### src/clock_mode_pkg.sv
/*
 * constants, types and port map for the dual clock mode controller.
 * assumes a 40 MHz controller clock and a 32.768 kHz slow crystal.
 */
package clock_mode_pkg;

    // controller clock rate and slow crystal rate
    localparam int unsigned CLK_HZ = 40_000_000;
    localparam int unsigned SLOW_OSC_HZ = 32_768;
    // divider giving one enable pulse per slow clock period
    localparam int unsigned SLOW_DIV = CLK_HZ / SLOW_OSC_HZ;

    // port addresses, 5-bit port space
    localparam logic [4:0] STATUS_PORT_ADDR = 5'h0E;
    localparam logic [4:0] COMMAND_PORT_ADDR = 5'h16;

    // command port field positions
    localparam int unsigned CMD_SLOW_BIT = 2;
    localparam int unsigned CMD_WARMUP_LSB = 0;

    // status port field positions
    localparam int unsigned STAT_SLOW_BIT = 0;
    localparam int unsigned STAT_STABLE_BIT = 1;
    localparam int unsigned STAT_SERIAL_LSB = 2;

    // value returned for a read of a port with no readable data
    localparam logic [3:0] UNDEFINED_READ = 4'h0;

    // warm-up times in microseconds, per warmup_select code
    localparam int unsigned WARMUP_US_0 = 7_800;
    localparam int unsigned WARMUP_US_1 = 7_800;
    localparam int unsigned WARMUP_US_2 = 31_250;
    localparam int unsigned WARMUP_US_3 = 125_000;
    // least times, so counts round up to whole slow periods
    localparam int unsigned WARMUP_TICKS_0 = 32'((WARMUP_US_0 * 64'(SLOW_OSC_HZ) + 999_999) / 1_000_000);
    localparam int unsigned WARMUP_TICKS_1 = 32'((WARMUP_US_1 * 64'(SLOW_OSC_HZ) + 999_999) / 1_000_000);
    localparam int unsigned WARMUP_TICKS_2 = 32'((WARMUP_US_2 * 64'(SLOW_OSC_HZ) + 999_999) / 1_000_000);
    localparam int unsigned WARMUP_TICKS_3 = 32'((WARMUP_US_3 * 64'(SLOW_OSC_HZ) + 999_999) / 1_000_000);
    // width of the warm-up tick counter
    localparam int unsigned WARMUP_CNT_W = 13;

    // operating states of the controller
    typedef enum logic [1:0] {
        MODE_NORMAL,
        MODE_SLOW,
        MODE_WARMUP
    } mode_state_type;

    // one port instruction from the core, same clock domain
    typedef struct packed {
        logic [4:0] addr;
        logic wr;
        logic rd;
        logic [3:0] data;
    } port_access_type;

    // clock steering and unit gating outputs
    typedef struct packed {
        logic fast_osc_run;
        logic clk_sel_slow;
        logic slow_mode;
        logic rate_4096_off;
        logic serial_enable;
        logic display_enable;
    } clock_ctrl_type;

endpackage

### src/dual_clock_mode_controller.sv
/*
 * dual clock mode controller: normal / slow mode selection, fast
 * oscillator stop, warm-up timing on return, command and status ports.
 * assumes port accesses come as one-cycle strobes on i_clk, and that
 * the slow oscillator stable level arrives asynchronously.
 */
`timescale 1ns/1ps

module dual_clock_mode_controller #(
    parameter int unsigned SLOW_DIV = clock_mode_pkg::SLOW_DIV
) (
    input wire logic i_clk,
    input wire logic i_rst,
    input wire clock_mode_pkg::port_access_type i_port,
    input wire logic i_slow_osc_stable,
    input wire logic [1:0] i_serial_status,
    output logic [3:0] o_in_data,
    output logic o_fast_osc_run,
    output logic o_clk_sel_slow,
    output logic o_slow_mode,
    output logic o_rate_4096_off,
    output logic o_serial_enable,
    output logic o_display_enable
);

    // synchroniser stages for the slow oscillator stable level
    logic stable_meta_q;
    logic stable_q;

    // slow period divider
    logic [15:0] div_q;
    logic [15:0] div_d;
    logic slow_tick_q;
    logic slow_tick_d;

    // mode state and warm-up counter
    clock_mode_pkg::mode_state_type state_q;
    clock_mode_pkg::mode_state_type state_d;
    logic [clock_mode_pkg::WARMUP_CNT_W-1:0] cnt_q;
    logic [clock_mode_pkg::WARMUP_CNT_W-1:0] cnt_d;

    // registered outputs
    clock_mode_pkg::clock_ctrl_type ctrl_q;
    clock_mode_pkg::clock_ctrl_type ctrl_d;
    logic [3:0] in_data_q;
    logic [3:0] in_data_d;

    // decoded port instructions
    logic cmd_write;
    logic status_read;
    logic cmd_read;

    // warm-up length picked by the command
    logic [clock_mode_pkg::WARMUP_CNT_W-1:0] warmup_len;

    // two flip-flops before the stable level is used
    always_ff @(posedge i_clk or posedge i_rst)
    begin
        if (i_rst)
        begin
            stable_meta_q <= 1'b0;
            stable_q <= 1'b0;
        end
        else
        begin
            stable_meta_q <= i_slow_osc_stable;
            stable_q <= stable_meta_q;
        end
    end

    // divider: one pulse per slow oscillator period
    always_comb
    begin
        // wrap at the last count, pulse on the wrap
        if (div_q == 16'(SLOW_DIV - 1))
        begin
            div_d = 16'h0000;
            slow_tick_d = 1'b1;
        end
        else
        begin
            div_d = div_q + 16'h0001;
            slow_tick_d = 1'b0;
        end
    end

    // divider registers
    always_ff @(posedge i_clk or posedge i_rst)
    begin
        if (i_rst)
        begin
            div_q <= 16'h0000;
            slow_tick_q <= 1'b0;
        end
        else
        begin
            div_q <= div_d;
            slow_tick_q <= slow_tick_d;
        end
    end

    // port decode
    // command and status ports
    assign cmd_write = i_port.wr && (i_port.addr == clock_mode_pkg::COMMAND_PORT_ADDR);
    assign status_read = i_port.rd && (i_port.addr == clock_mode_pkg::STATUS_PORT_ADDR);
    assign cmd_read = i_port.rd && (i_port.addr == clock_mode_pkg::COMMAND_PORT_ADDR);

    // warm-up length lookup
    always_comb
    begin
        case (i_port.data[clock_mode_pkg::CMD_WARMUP_LSB +: 2])
            2'b00: warmup_len = clock_mode_pkg::WARMUP_CNT_W'(clock_mode_pkg::WARMUP_TICKS_0);
            2'b01: warmup_len = clock_mode_pkg::WARMUP_CNT_W'(clock_mode_pkg::WARMUP_TICKS_1);
            2'b10: warmup_len = clock_mode_pkg::WARMUP_CNT_W'(clock_mode_pkg::WARMUP_TICKS_2);
            default: warmup_len = clock_mode_pkg::WARMUP_CNT_W'(clock_mode_pkg::WARMUP_TICKS_3);
        endcase
    end

    // mode state machine
    always_comb
    begin
        state_d = state_q;
        cnt_d = cnt_q;
        case (state_q)
            // fast clock drives the system
            clock_mode_pkg::MODE_NORMAL:
            begin
                if (cmd_write && i_port.data[clock_mode_pkg::CMD_SLOW_BIT])
                begin
                    state_d = clock_mode_pkg::MODE_SLOW;
                end
            end
            // fast oscillator halted
            clock_mode_pkg::MODE_SLOW:
            begin
                if (cmd_write && !i_port.data[clock_mode_pkg::CMD_SLOW_BIT])
                begin
                    state_d = clock_mode_pkg::MODE_WARMUP;
                    cnt_d = warmup_len;
                end
            end
            // fast oscillator restarting, still on slow clock
            clock_mode_pkg::MODE_WARMUP:
            begin
                if (cmd_write && i_port.data[clock_mode_pkg::CMD_SLOW_BIT])
                begin
                    // re-request of slow aborts the warm-up
                    state_d = clock_mode_pkg::MODE_SLOW;
                end
                else if (slow_tick_q)
                begin
                    if (cnt_q <= clock_mode_pkg::WARMUP_CNT_W'(1))
                    begin
                        state_d = clock_mode_pkg::MODE_NORMAL;
                        cnt_d = '0;
                    end
                    else
                    begin
                        cnt_d = cnt_q - clock_mode_pkg::WARMUP_CNT_W'(1);
                    end
                end
            end
            default:
            begin
                state_d = clock_mode_pkg::MODE_NORMAL;
                cnt_d = '0;
            end
        endcase
    end

    // mode registers
    always_ff @(posedge i_clk or posedge i_rst)
    begin
        if (i_rst)
        begin
            state_q <= clock_mode_pkg::MODE_NORMAL;
            cnt_q <= '0;
        end
        else
        begin
            state_q <= state_d;
            cnt_q <= cnt_d;
        end
    end

    // clock steering and unit gating, from the next state
    always_comb
    begin
        ctrl_d.fast_osc_run = (state_d != clock_mode_pkg::MODE_SLOW);
        ctrl_d.clk_sel_slow = (state_d != clock_mode_pkg::MODE_NORMAL);
        ctrl_d.slow_mode = (state_d != clock_mode_pkg::MODE_NORMAL);
        ctrl_d.rate_4096_off = (state_d != clock_mode_pkg::MODE_NORMAL);
        ctrl_d.serial_enable = (state_d == clock_mode_pkg::MODE_NORMAL);
        ctrl_d.display_enable = (state_d == clock_mode_pkg::MODE_NORMAL);
    end

    // read data for input instructions
    always_comb
    begin
        in_data_d = clock_mode_pkg::UNDEFINED_READ;
        if (status_read)
        begin
            in_data_d[clock_mode_pkg::STAT_SLOW_BIT] = ctrl_q.slow_mode;
            in_data_d[clock_mode_pkg::STAT_STABLE_BIT] = stable_q;
            in_data_d[clock_mode_pkg::STAT_SERIAL_LSB +: 2] = i_serial_status;
        end
        else if (cmd_read)
        begin
            // write-only port answers the undefined value
            in_data_d = clock_mode_pkg::UNDEFINED_READ;
        end
    end

    // output registers, normal at power up
    always_ff @(posedge i_clk or posedge i_rst)
    begin
        if (i_rst)
        begin
            ctrl_q <= '{fast_osc_run: 1'b1, clk_sel_slow: 1'b0, slow_mode: 1'b0,
                        rate_4096_off: 1'b0, serial_enable: 1'b1, display_enable: 1'b1};
            in_data_q <= 4'h0;
        end
        else
        begin
            ctrl_q <= ctrl_d;
            in_data_q <= in_data_d;
        end
    end

    // outputs straight from flops
    assign o_in_data = in_data_q;
    assign o_fast_osc_run = ctrl_q.fast_osc_run;
    assign o_clk_sel_slow = ctrl_q.clk_sel_slow;
    assign o_slow_mode = ctrl_q.slow_mode;
    assign o_rate_4096_off = ctrl_q.rate_4096_off;
    assign o_serial_enable = ctrl_q.serial_enable;
    assign o_display_enable = ctrl_q.display_enable;
endmodule

### config.mk
export PLATFORM = sky130hd
export DESIGN_NAME = dual_clock_mode_controller
export DESIGN_NICKNAME = d
export VERILOG_FILES = /design/src/clock_mode_pkg.sv /design/src/dual_clock_mode_controller.sv
export SDC_FILE = /design/constraint.sdc
export NUM_CORES = 1
export LEC_CHECK = 0
export ABC_AREA = 1
export BUFFER_PORTS_ARGS = -buffer_cell sky130_fd_sc_hd__buf_2
export CAP_MARGIN = 20
export CORE_ASPECT_RATIO = 0.6
export CORE_UTILIZATION = 30
export CTS_BUF_LIST = sky130_fd_sc_hd__clkbuf_16
export DETAILED_ROUTE_END_ITERATION = 10
export PLACE_DENSITY = 0.46
export SETUP_SLACK_MARGIN = 0.05
export SLEW_MARGIN = 10
export SYNTH_ARGS = -nofsm -noshare
export SYNTH_HDL_FRONTEND = slang
export SYNTH_SLANG_ARGS = --single-unit
### constraint.sdc
create_clock -name i_clk -period 2.9 [get_ports i_clk]
set_input_delay 0.58 -clock i_clk [delete_from_list [all_inputs] [get_ports i_clk]]
set_output_delay 0.58 -clock i_clk [all_outputs]
set_load 0.05 [all_outputs]
# Word level (Yosys, flattened, before mapping)

Cells that the tools add are included.

Div/mod/pow operators: 0
Bitwise logic cells: 1
Mux-type cells: 15
$mul: 0
Shift operators: 0
Reduce and logical (&&, ||, !) cells: 11
Equality and inequality tests: 11
Magnitude comparators: 1
Add/subtract/negate cells: 2

Operator list:

| cell                                                   | number |
|---|---|
| two-way mux 13 bit                                     | 4 |
| case mux 13 bit (3 select lines)                       | 1 |
| case mux 13 bit (2 select lines)                       | 1 |
| adder 16 x 1 -> 16 bit (second input constant)         | 1 |
| equality test 16 x 11 -> 1 bit (second input constant) | 1 |
| two-way mux 16 bit                                     | 1 |
| <= comparator 13 x 1 -> 1 bit (second input constant)  | 1 |
| subtractor 13 x 1 -> 13 bit (second input constant)    | 1 |
| two-way mux 2 bit                                      | 5 |
| zero test 2 bit                                        | 3 |
| != test 2 bit (second input constant)                  | 3 |
| case mux 2 bit (3 select lines)                        | 1 |
| equality test 5 x 4 -> 1 bit (second input constant)   | 1 |
| equality test 5 bit (second input constant)            | 1 |
| equality test 2 x 1 -> 1 bit (second input constant)   | 2 |
| equality test 2 bit (second input constant)            | 2 |
| logical AND 1 bit                                      | 4 |
| two-way mux 4 bit                                      | 1 |
| AND reduction 4 bit                                    | 1 |
| != test 2 x 1 -> 1 bit (second input constant)         | 1 |
| nonzero test 2 bit                                     | 1 |
| OR reduction 2 bit                                     | 1 |
| zero test 1 bit                                        | 1 |
| two-way mux 1 bit                                      | 1 |
| NOT 1 bit                                              | 1 |

Memories kept: 0
Output and inout port bits: 10
Register bits after elaboration: 41
Logic and storage cells: 51
ROM bits: 0
Bits in latches: 0
RAM bits: 0

# Longest topological paths before layout

Gate-level depths: netlist of the first run.

Word-level depth: 6
Gate-level depth with buffers: 12

# Least setup slack after synthesis of the first run

OpenSTA, ideal clock, no wires.

Path kind: reg2reg
From: register state_q[0]
To: register cnt_q[2] (netlist name)
Cell stages (with the launch flop): 11
Path slack: 1.283 ns
Arrival: 1.498 ns
Path buffers: 0
Period minus slack after synthesis: 1.617 ns
Data required time: 2.781 ns
Path through: dfrtp_1 inv_1 ha_1 inv_1 nor2_1 nor2_1 nand2_2 nor2_8 o21ai_0 nand2_1 nor2_1

Longest elaborated chain between the ends: 3

RTL lines:

| element                                              | RTL line                          | RTL |
|---|---|---|
| from (decl)                                          | dual_clock_mode_controller.sv:37  | `clock_mode_pkg::mode_state_type state_q;` |
| from (signal assigned)                               | dual_clock_mode_controller.sv:176 | `state_q <= clock_mode_pkg::MODE_NORMAL;` |
| from (signal assigned)                               | dual_clock_mode_controller.sv:181 | `state_q <= state_d;` |
| equality test 2 x 1 -> 1 bit (tied with other cells) | dual_clock_mode_controller.sv:124 | `case (state_q)` |
| != test 2 bit (no line) or NOT 1 bit (tied branches) | n/a                               |  |
| AND reduction 4 bit (no line)                        | n/a                               |  |
| to (signal assigned)                                 | dual_clock_mode_controller.sv:182 | `cnt_q <= cnt_d;` |
| to (decl)                                            | dual_clock_mode_controller.sv:39  | `logic [clock_mode_pkg::WARMUP_CNT_W-1:0] cnt_q;` |

Several ways; a longest one is shown, not always the timed one.
A chain may end at the register's enable or synchronous reset.

# Worst setup path in the final report of the first run

Ends and elaborated chain as after synthesis.

==> metrics, run 1 <==
share of post-route cells with drive strength above 1=0.1548; initial DRC count=105; Comb pwr share=0.312; HP Class=input port to asynchronous set/reset pin; Crit path max-delay family=simple AND/OR/NAND/NOR gates; Critical Path AT=2.24 ns; First-pass DRT Iterations=4; worst r2r src=state_q[0]; Setup Viol. Count Final=0; slowest stage delay, CP=a little under 0.4 ns; cell mode on critical path=nor2_1; area grow syn2layout=18.25%; clk_skew=0.007087 ns; CTS tree=yes; Initial Utilization=0.3141; minimum clock period=2.072 ns; reg2reg path depth=10; placed insts=between 400 and 500; GRT Residual Overflow=0; nets=345; CTS Buffer Depth=2; worst setup path endpoint=cnt_q[2]; fin cells=427; WL/cell=12.62 um; commonest non-fill, non-tap cell in the layout=nand2_1; Hold Fails Final Rpt=0; detailed placement HPWL=4.052 mm; syn nets=between 300 and 400; leak pwr=1.356 nW; Synth Warn #=0; CP Launch Type=flop; # IOs=26; post-cts sizing count=0; Critical Path Start=state_q[0]; status=finished clean; worst reg-to-reg setup slack=0.83 ns; clock sinks=41; Flop pwr share=0.347; Util after Layout=0.3714; Ant. Diodes=0; Slew Viols, Final=0; pin count of the biggest net entering global routing=28; Tot GR Track Use=0.1472; Final GP Congestion=0.8229; port bufs=24; P_sw=679.9 uW; cells traversed along the worst timing path=inv_1 -> ha_1 -> inv_1 -> nor2_1 -> nor2_1 -> nand2_2 -> nor2_8 -> o21ai_0 -> nand2_1 -> nor2_1; Net Sw Frac=0.3671; CTS Root Cell=clkbuf_16; Distinct cells, synth=31; Die X-Extent=roughly 120 um; die area=0.008070 mm2; RSZ-0062 raised after global routing=false; post-CTS setup-driven buffer insertion count=0; # DRC=0; Worst Setup End Kind=flop; Max-Cap Viols=0; Post-Syn Area per Cell=7.914 um2; commonest cells after routing, fill and taps aside=nand2_1, inv_1, nor2_1, dfrtp_1, buf_2; post-route setup TNS=0 ns; FMAX=482.7 MHz; vias per inst=4.351; Via Count=1858; vias in the first global route=1687; post-route setup slack=about 0.83 ns; Worst-Skew Late Latency=~0.29 ns; fin crit share=0.7144; design internal power=1.172 mW; kind of critical path=flop to flop; CTS buffer count=5; final total power=between 1.5 and 2 mW; Buf/Inv on CP=2; die height=69.99 um; first-pass GRT wire length=8.901 mm; sequential area share after synthesis=0.4450; measured slew at the worst slew-check pin=0.5736 ns; Pwr Density=677.7 mW/mm2; Synth Instances=292; Crit. path cell count=10; Post-DRT Antenna Nets=0; Clock power frac=0.341; flops & latches, synth=41; WP data required=3.07 ns; core footprint=0.007357 mm2; htree depth=2; slowest cell on the critical path=dfrtp_1; row count=24; CP Max Fanout=19; slew margin rel.=0.6155; pre-CTS WS=a little over 0.8 ns; FF-to-FF End=cnt_q[2]; hold_buf cts=0; CTS clock-pin slew for the worst setup and hold paths=0.06 ns; VDD IR-drop max=0.0003488 V; Mapped Area=0.002311 mm2; initial antenna violation count=0; drt total wl=about 5.4 mm
==> flip-flops by register name, summed over array words and instances (netlist names) <==
name and flops:
div_q 16, cnt_q 13, o_in_data 4, state_q 2
o_display_enable 1, o_fast_osc_run 1, o_rate_4096_off 1, slow_tick_q 1
stable_meta_q 1, stable_q 1
==> cells in the mapped netlist <==
| cell type | count | area share |
|---|---|---|
| nand2_2 | 2 | 0.0054 |
| inv_4 | 1 | 0.0027 |
| nor2_4 | 2 | 0.0097 |
| xor2_1 | 11 | 0.042 |
| nor2_1 | 40 | 0.065 |
| buf_4 | 3 | 0.0097 |
| nor2_2 | 1 | 0.0027 |
| nor2_8 | 1 | 0.0087 |
| inv_1 | 49 | 0.080 |
| nor3b_1 | 2 | 0.0065 |
| dfrtp_1 | 39 | 0.42 |
| o21ai_0 | 8 | 0.017 |
| o21a_1 | 1 | 0.0032 |
| ha_1 | 7 | 0.038 |
| buf_8 | 1 | 0.0065 |
| nand4_1 | 11 | 0.030 |
| a211oi_1 | 1 | 0.0032 |
| nand2_1 | 56 | 0.091 |
| nand3_1 | 21 | 0.045 |
| o22ai_1 | 1 | 0.0027 |
| nor3_4 | 1 | 0.0070 |
| xnor2_1 | 2 | 0.0076 |
| nor4_1 | 3 | 0.0081 |
| dfstp_2 | 2 | 0.023 |
| nor3_1 | 11 | 0.024 |
| inv_2 | 3 | 0.0049 |
| o21ai_1 | 1 | 0.0022 |
| nand3b_1 | 2 | 0.0065 |
| nand3_2 | 2 | 0.0087 |
| nor3_2 | 1 | 0.0043 |
| a21oi_1 | 6 | 0.013 |
==> layer usage <==
| layer | global-route usage | routed length [um] | part of all wire | vias up |
|---|---|---|---|---|
| met5 | 0 | 0 | 0 | - |
| met4 | 0.03463 | 42 | 0.0078 | 0 |
| met3 | 0.03906 | 226 | 0.042 | 5 |
| met2 | 0.1683 | 1844 | 0.34 | 35 |
| met1 | 0.2526 | 3275 | 0.61 | 835 |
| li1 | - | - | - | 983 |
==> metrics by stage <==
| step | hold WS [ns] | instance area, um2 |
|---|---|---|
| after floorplan | 0.3312 | 2311 |
| after global placement | 0.3354 | 2539 |
| after detailed placement | 0.3363 | 2539 |
| after CTS | 0.3504 | 2705 |
| after global routing | 0.1830 | 2733 |
| final | 0.1798 | 2733 |
==> final cells by class <==
type                       instances  area, um2
clock buffer                       5      125.1
tap                              104      130.1
multi-input combinational        194       1044
fill                             786       4624
inverter                          53      201.4
sequential                        41       1028
timing repair buffer              27      162.7
clock inverter                     3      41.29
==> cell families (layout without fill, tap and decap cells) <==
kind of cell / after synthesis / in the layout / synth area share
AND/OR/NAND/NOR: 156 / 156 / 0.3227
buffers and inverters: 57 / 88 / 0.1034
flip-flops: 41 / 41 / 0.4450
XOR/XNOR: 13 / 13 / 0.04927
adder cells (fa/ha/maj): 7 / 7 / 0.03790
AO/OA/AOI/OAI: 18 / 18 / 0.04169
==> power groups by stage <==
stage               clock network (mW)  registers [mW]  logic [mW]
global placement                     0           0.650       0.572
finish                           0.632           0.642       0.578
floorplan                            0           0.692       0.421
detailed placement                   0           0.650       0.570
CTS                              0.648           0.642       0.574
global route                     0.670           0.648       0.644
==> worst min path at each step <==
stage	from	end	slack, ns	cells past startpoint
2_1_floorplan	stable_meta_q	stable_q	0.33	0
3_3_place_gp	stable_meta_q	stable_q	0.34	0
3_5_place_dp	stable_meta_q	stable_q	0.34	0
4_1_cts	stable_meta_q	stable_q	0.35	0
5_1_grt	i_rst	o_in_data[1]	0.18	2
6_report	i_rst	stable_q	0.18	2
Power figures use the tool's default switching activity.
==> run 2, diff against run 1 <==
clock period = 2.1 ns   (was 2.9 ns; I/O delays follow)
==> run 2 against run 1 <==
Compared with the run above:
- global-route usage rose by 0.18 points
- final area rose by 0.82%
- hold slack got worse by 0.032 ns
- flip-flop and latch count did not move
- wire length fell by 1.4%
- critical path depth rose by 1
- non-clock buffer count rose by 6
- critical endpoint unchanged
- largest power group unchanged
==> metrics, run 2 (synthesized netlist as in run 1, its figures left out) <==
status=finished clean; Buf/Inv on CP=3 (+1); CP Max Fanout=10 (-9); row count=24 (unchanged); Ant. Diodes=0 (unchanged); Pwr Density=933.6 mW/mm2 (+38%); pin count of the biggest net entering global routing=20 (-29%); htree depth=2 (unchanged); cells traversed along the worst timing path=inv_1 -> ha_1 -> inv_1 -> nor2_1 -> nor2_1 -> nand2_2 -> nor2_8 -> buf_4 -> nand3_1 -> nand2_1 -> nor2_1; FMAX=532.3 MHz (+10%); fin crit share=0.8946 (+0.1802); post-cts sizing count=0 (unchanged); commonest cells after routing, fill and taps aside=nand2_1, inv_1, nor2_1, dfrtp_1, buf_2; GR Util met3=0.04253 (+0.003472); area grow syn2layout=19.22%; die area=0.008070 mm2 (unchanged); Crit path max-delay family=simple AND/OR/NAND/NOR gates; worst r2r src=state_q[0]; hold_buf cts=0 (unchanged); met1 Usage GRT=0.2484 (-0.004235); VDD IR-drop max=0.0005252 V (+51%); HP Class=input port to asynchronous set/reset pin; Filler cells=774 (-1.5%); cell mode on critical path=nor2_1; CTS Root Cell=clkbuf_16; vias per inst=4.425 (+1.7%); FF/Latch Area=0.001028 mm2 (unchanged); slowest stage delay, CP=0.39 ns (about the same); slew margin rel.=0.5406 (-0.07495); clock sinks=41 (unchanged); Top Usage Layer GRT=met1; Worst-Skew Late Latency=0.28 ns (about the same); clk_skew=0.003601 ns (-0.003486 ns); GRT Residual Overflow=0 (unchanged); Via Count=1916 (+3.1%); CTS clock-pin slew for the worst setup and hold paths=0.06 ns (about the same); port bufs=24 (unchanged); WP data required=2.27 ns (-0.80 ns); # IOs=26 (unchanged); # DRC=0 (unchanged); GR Layer Usage met2=0.1650 (-0.003327); core footprint=0.007357 mm2 (unchanged); Worst Setup End Kind=flop; Util after Layout=0.3745 (+0.003061); post-route setup TNS=0 ns (unchanged); die height=69.99 um (unchanged); vias in the first global route=1704 (+1.0%); Initial Utilization=0.3141 (unchanged); Die X-Extent=115.3 um (unchanged); CP Launch Type=flop; first-pass GRT wire length=8.859 mm (-0.47%); CTS buffer count=5 (unchanged); Critical Path Start=state_q[0]; Critical Path AT=2.05 ns (-0.19 ns); Tot GR Track Use=0.1490 (+0.001793); CTS Buffer Depth=2 (unchanged); commonest non-fill, non-tap cell in the layout=nand2_1; Post-DRT Antenna Nets=0 (unchanged); Final GP Congestion=0.8191 (-0.46%); initial DRC count=109 (+3.8%); Setup Viol. Count Final=0 (unchanged); WL/cell=12.27 um (-2.8%); Largest register FFs=16 (unchanged); final hold slack=0.1480 ns (-0.03175 ns); Hold Fails Final Rpt=0 (unchanged); Slew Viols, Final=0 (unchanged); First-pass DRT Iterations=5 (+1); kind of critical path=flop to flop; measured slew at the worst slew-check pin=0.6849 ns (+0.1113 ns); RSZ-0062 raised after global routing=false; multi-input gate area in the final layout=0.001044 mm2 (unchanged); share of post-route cells with drive strength above 1=0.1702 (+0.01541); drt total wl=5.312 mm (-1.4%); largest reg by FF count=div_q; Max-Cap Viols=0 (unchanged); slowest cell on the critical path=dfrtp_1; minimum clock period=1.879 ns (-0.1931 ns); initial antenna violation count=0 (unchanged); detailed placement HPWL=4.170 mm (+2.9%); CTS tree=yes; leak pwr=1.388 nW (+2.4%); nets=351 (+1.7%)
run 2: cell types whose count changed in the layout (fill, tap and decap cells not counted):
| cell | delta |
|---|---|
| buf_16 | -1 |
| buf_4 | +7 |
| clkinv_1 | -1 |
| clkinv_2 | +1 |
| clkinvlp_4 | -1 |
| inv_1 | +1 |
run 2: per-stage QoR:
stage	cell area, um2	setup WS [ns]	instances	total power, mW
5_1_grt	2755	0.05868	433	2.735
4_1_cts	2748	0.2000	432	2.601
3_3_place_gp	2584	0.2437	424	1.717
6_report	2755	0.2213	433	2.572
2_1_floorplan	2311	0.4826	292	1.537
3_5_place_dp	2584	0.2182	424	1.712
run 2: metal layers:
metal,vias to the layer above,part of all wire
met5,-,0
met2,54,0.33
met4,0,0.015
li1,992,-
met1,863,0.59
met3,7,0.064
run 2: final timing paths:
| check | endpoint | slack [ns] | cells past startpoint |
|---|---|---|---|
| max | cnt_q[2] | 0.22 | 11 |
| min | stable_q | 0.15 | 2 |
| max reg2reg | cnt_q[2] | 0.22 | 11 |
| min reg2reg | stable_q | 0.36 | 0 |
| max in group asynchronous | cnt_q[4] | 1.37 | 3 |
| min in group i_clk | stable_meta_q | 0.24 | 1 |
run 2: power by group:
| group | internal (mW) | total, mW | switching, mW | leakage, nW |
|---|---|---|---|---|
| clock | 0.554 | 0.861 | 0.307 | 0.0850 |
| sequential | 0.845 | 0.884 | 0.0394 | 0.543 |
| combinational | 0.245 | 0.828 | 0.583 | 0.760 |
| total | 1.64 | 2.57 | 0.929 | 1.39 |
run 2: cell type report:
type	instances	area share
multi-input combinational	194	0.3787
timing repair buffer	33	0.06812
inverter	53	0.07312
tap	104	0.04723
clock inverter	3	0.01408
clock buffer	5	0.04541
sequential	41	0.3733
run 2: timing repair:
item	CTS	global route
endpoints found under the setup margin	0	1
endpoints found under the hold margin	0	0
setup buffers	0	1
==> run 3, diff against run 2 <==
BUFFER_PORTS_ARGS = unset   (was -buffer_cell sky130_fd_sc_hd__buf_2)
CTS_BUF_LIST = sky130_fd_sc_hd__clkbuf_8   (was sky130_fd_sc_hd__clkbuf_16)
DONT_BUFFER_PORTS = 1   (was unset)
PLACE_DENSITY = 0.44   (was 0.46)
==> run 3 against run 2 <==
Compared with the run above:
- register-to-register slack better by 0.07 ns
- via count down 5.8%
- hold slack worse by 0.0093 ns
- global-route usage up 0.35 points
- maximum frequency up 3.6%
- wire length up 0.53%
- count of clock-buffer cells in the layout up 1
- clock skew up 0.0069 ns
- final cell count down 5.3%
- setup slack better by 0.066 ns
- final area down 6.2%
- largest cell class unchanged
==> metrics, run 3 (synthesized netlist as in run 1, its figures left out) <==
status=finished clean; worst reg-to-reg setup slack=0.29 ns (+0.07 ns); hold path depth=0; WHS Endpoint=stable_meta_q; final hold slack=0.1387 ns (-0.009347 ns); core footprint=0.007357 mm2 (unchanged); Filler cells=780 (+0.78%); nets=328 (-6.6%); Final GP Congestion=0.8155 (-0.44%); die area=0.008070 mm2 (unchanged); first-pass GRT wire length=9.114 mm (+2.9%); slew margin rel.=0.6614 (+0.1208); commonest cells after routing, fill and taps aside=nand2_1, inv_1, nor2_1, dfrtp_1, nand3_1; leak pwr=1.265 nW (-8.8%); pin count of the biggest net entering global routing=30 (+50%); FF/Latch Area=0.001028 mm2 (unchanged); Flop pwr share=0.427 (+0.083); share of post-route cells with drive strength above 1=0.1013 (-0.06891); Critical Path AT=2.01 ns (-0.04 ns); largest reg by FF count=div_q; reg2reg path depth=11 (unchanged); initial antenna violation count=0 (unchanged); RSZ-0062 raised after global routing=false; Ant. Diodes=0 (unchanged); initial DRC count=91 (-17%); Initial Utilization=0.3141 (unchanged); CP Max Fanout=10 (unchanged); worst r2r src=state_q[0]; CTS Root Cell=clkbuf_8; post-route setup TNS=0 ns (unchanged); drt total wl=5.340 mm (+0.53%); VDD IR-drop max=0.0002763 V (-47%); P_sw=899.4 uW (-3.2%); kind of critical path=flop to flop; CTS clock-pin slew for the worst setup and hold paths=0.08 ns (+0.02 ns); CTS tree=yes; GRT Residual Overflow=0 (unchanged); Setup Viol. Count Final=0 (unchanged); Tot GR Track Use=0.1525 (+0.003508); Worst Setup End Kind=flop; port bufs=0 (-100%); Post-DRT Antenna Nets=0 (unchanged); Slew Viols, Final=0 (unchanged); clock sinks=41 (unchanged); measured slew at the worst slew-check pin=0.5048 ns (-0.1801 ns); area grow syn2layout=11.80%; Comb pwr share=0.330 (+0.008); CTS Buffer Depth=2 (unchanged); FF-to-FF End=cnt_q[2]; detailed placement HPWL=4.097 mm (-1.7%); Hold Fails Final Rpt=0 (unchanged); Worst-Skew Late Latency=0.30 ns (+0.02 ns); WP data required=2.29 ns (+0.02 ns); # DRC=0 (unchanged); min-delay src=i_slow_osc_stable; Net Sw Frac=0.4054 (+0.04421); Max-Cap Viols=0 (unchanged); FMAX=551.6 MHz (+3.6%); fin crit share=0.8633 (-0.03129); row count=24 (unchanged); WL/cell=13.02 um (+6.2%); vias in the first global route=1701 (-0.18%); htree depth=2 (unchanged); # IOs=26 (unchanged); minimum clock period=1.813 ns (-0.06570 ns); design internal power=1.319 mW (-20%); Die X-Extent=115.3 um (unchanged); commonest non-fill, non-tap cell in the layout=nand2_1; clk_skew=0.01051 ns (+0.006909 ns); CP Launch Type=flop; die height=69.99 um (unchanged); Via Count=1804 (-5.8%); Largest register FFs=16 (unchanged); Clock power frac=0.243 (-0.092); multi-input gate area in the final layout=0.001044 mm2 (unchanged); HP Class=input port to flop; CTS buffer count=5 (unchanged); First-pass DRT Iterations=5 (unchanged); vias per inst=4.400 (-0.56%); Pwr Density=858.7 mW/mm2 (-8.0%)
-- run 3: cell types whose count changed in the layout (fill, tap and decap cells not counted), sizes merged --
cell,before,now
bufinv,1,0
buf,33,9
dlygate4sd3,0,1
inv,53,54
clkbuf,5,6
clkinv,2,1
-- run 3: what timing repair did --
item	CTS	global route
hold buffers	1	0
buffers inserted	0	0
resized for setup	0	0
hold endpoints to repair	12	0
-- run 3: worst max path at each step --
stage               startpoint       end  slack [ns]  cells after the start
finish              state_q[0]  cnt_q[2]        0.29                     11
global route        state_q[0]  cnt_q[5]        0.10                     10
CTS                 state_q[0]  cnt_q[2]        0.27                     11
detailed placement  state_q[0]  cnt_q[2]        0.29                     11
global placement    state_q[0]  cnt_q[2]        0.29                     11
floorplan           state_q[0]  cnt_q[2]        0.48                     10
-- run 3: metal layers --
layer	part of all wire	track usage
met5	0	0
met4	0.014	0.05195
met3	0.058	0.03906
met2	0.34	0.1790
met1	0.58	0.2525
-- run 3: through the flow --
stage,util,setup WS [ns],cell area [um2],cells,power [mW]
detailed placement,0.3376,0.2863,2484,401,1.687
finish,0.3512,0.2870,2584,410,2.219
CTS,0.3512,0.2688,2584,410,2.248
global route,0.3512,0.1020,2584,410,2.379
global placement,0.3376,0.2909,2484,401,1.689
floorplan,-,0.4826,2311,292,1.537
-- run 3: layout make-up --
type	count	share of cell area
Sequential cell	41	0.3981
Clock buffer	6	0.03196
Multi-Input combinational cell	194	0.4039
Timing Repair Buffer	10	0.03487
Tap cell	104	0.05036
Inverter	53	0.07797
Clock inverter	2	0.002906
-- run 3: power by group through the flow --
stage	Clock [mW]	Combinational (mW)	Sequential, mW
after floorplan	0	0.581	0.956
after global placement	0	0.725	0.964
after detailed placement	0	0.725	0.962
after CTS	0.570	0.731	0.948
after global routing	0.601	0.821	0.958
final	0.539	0.733	0.947
-- run 3: critical path, stage by stage (launching register included) --
cell,delay (ns)
dfrtp_1,0.40
inv_1,0.10
ha_1,0.22
inv_1,0.11
nor2_1,0.05
nor2_1,0.15
nand2_2,0.12
nor2_8,0.18
buf_4,0.19
nand3_1,0.07
nand2_1,0.06
nor2_1,0.04
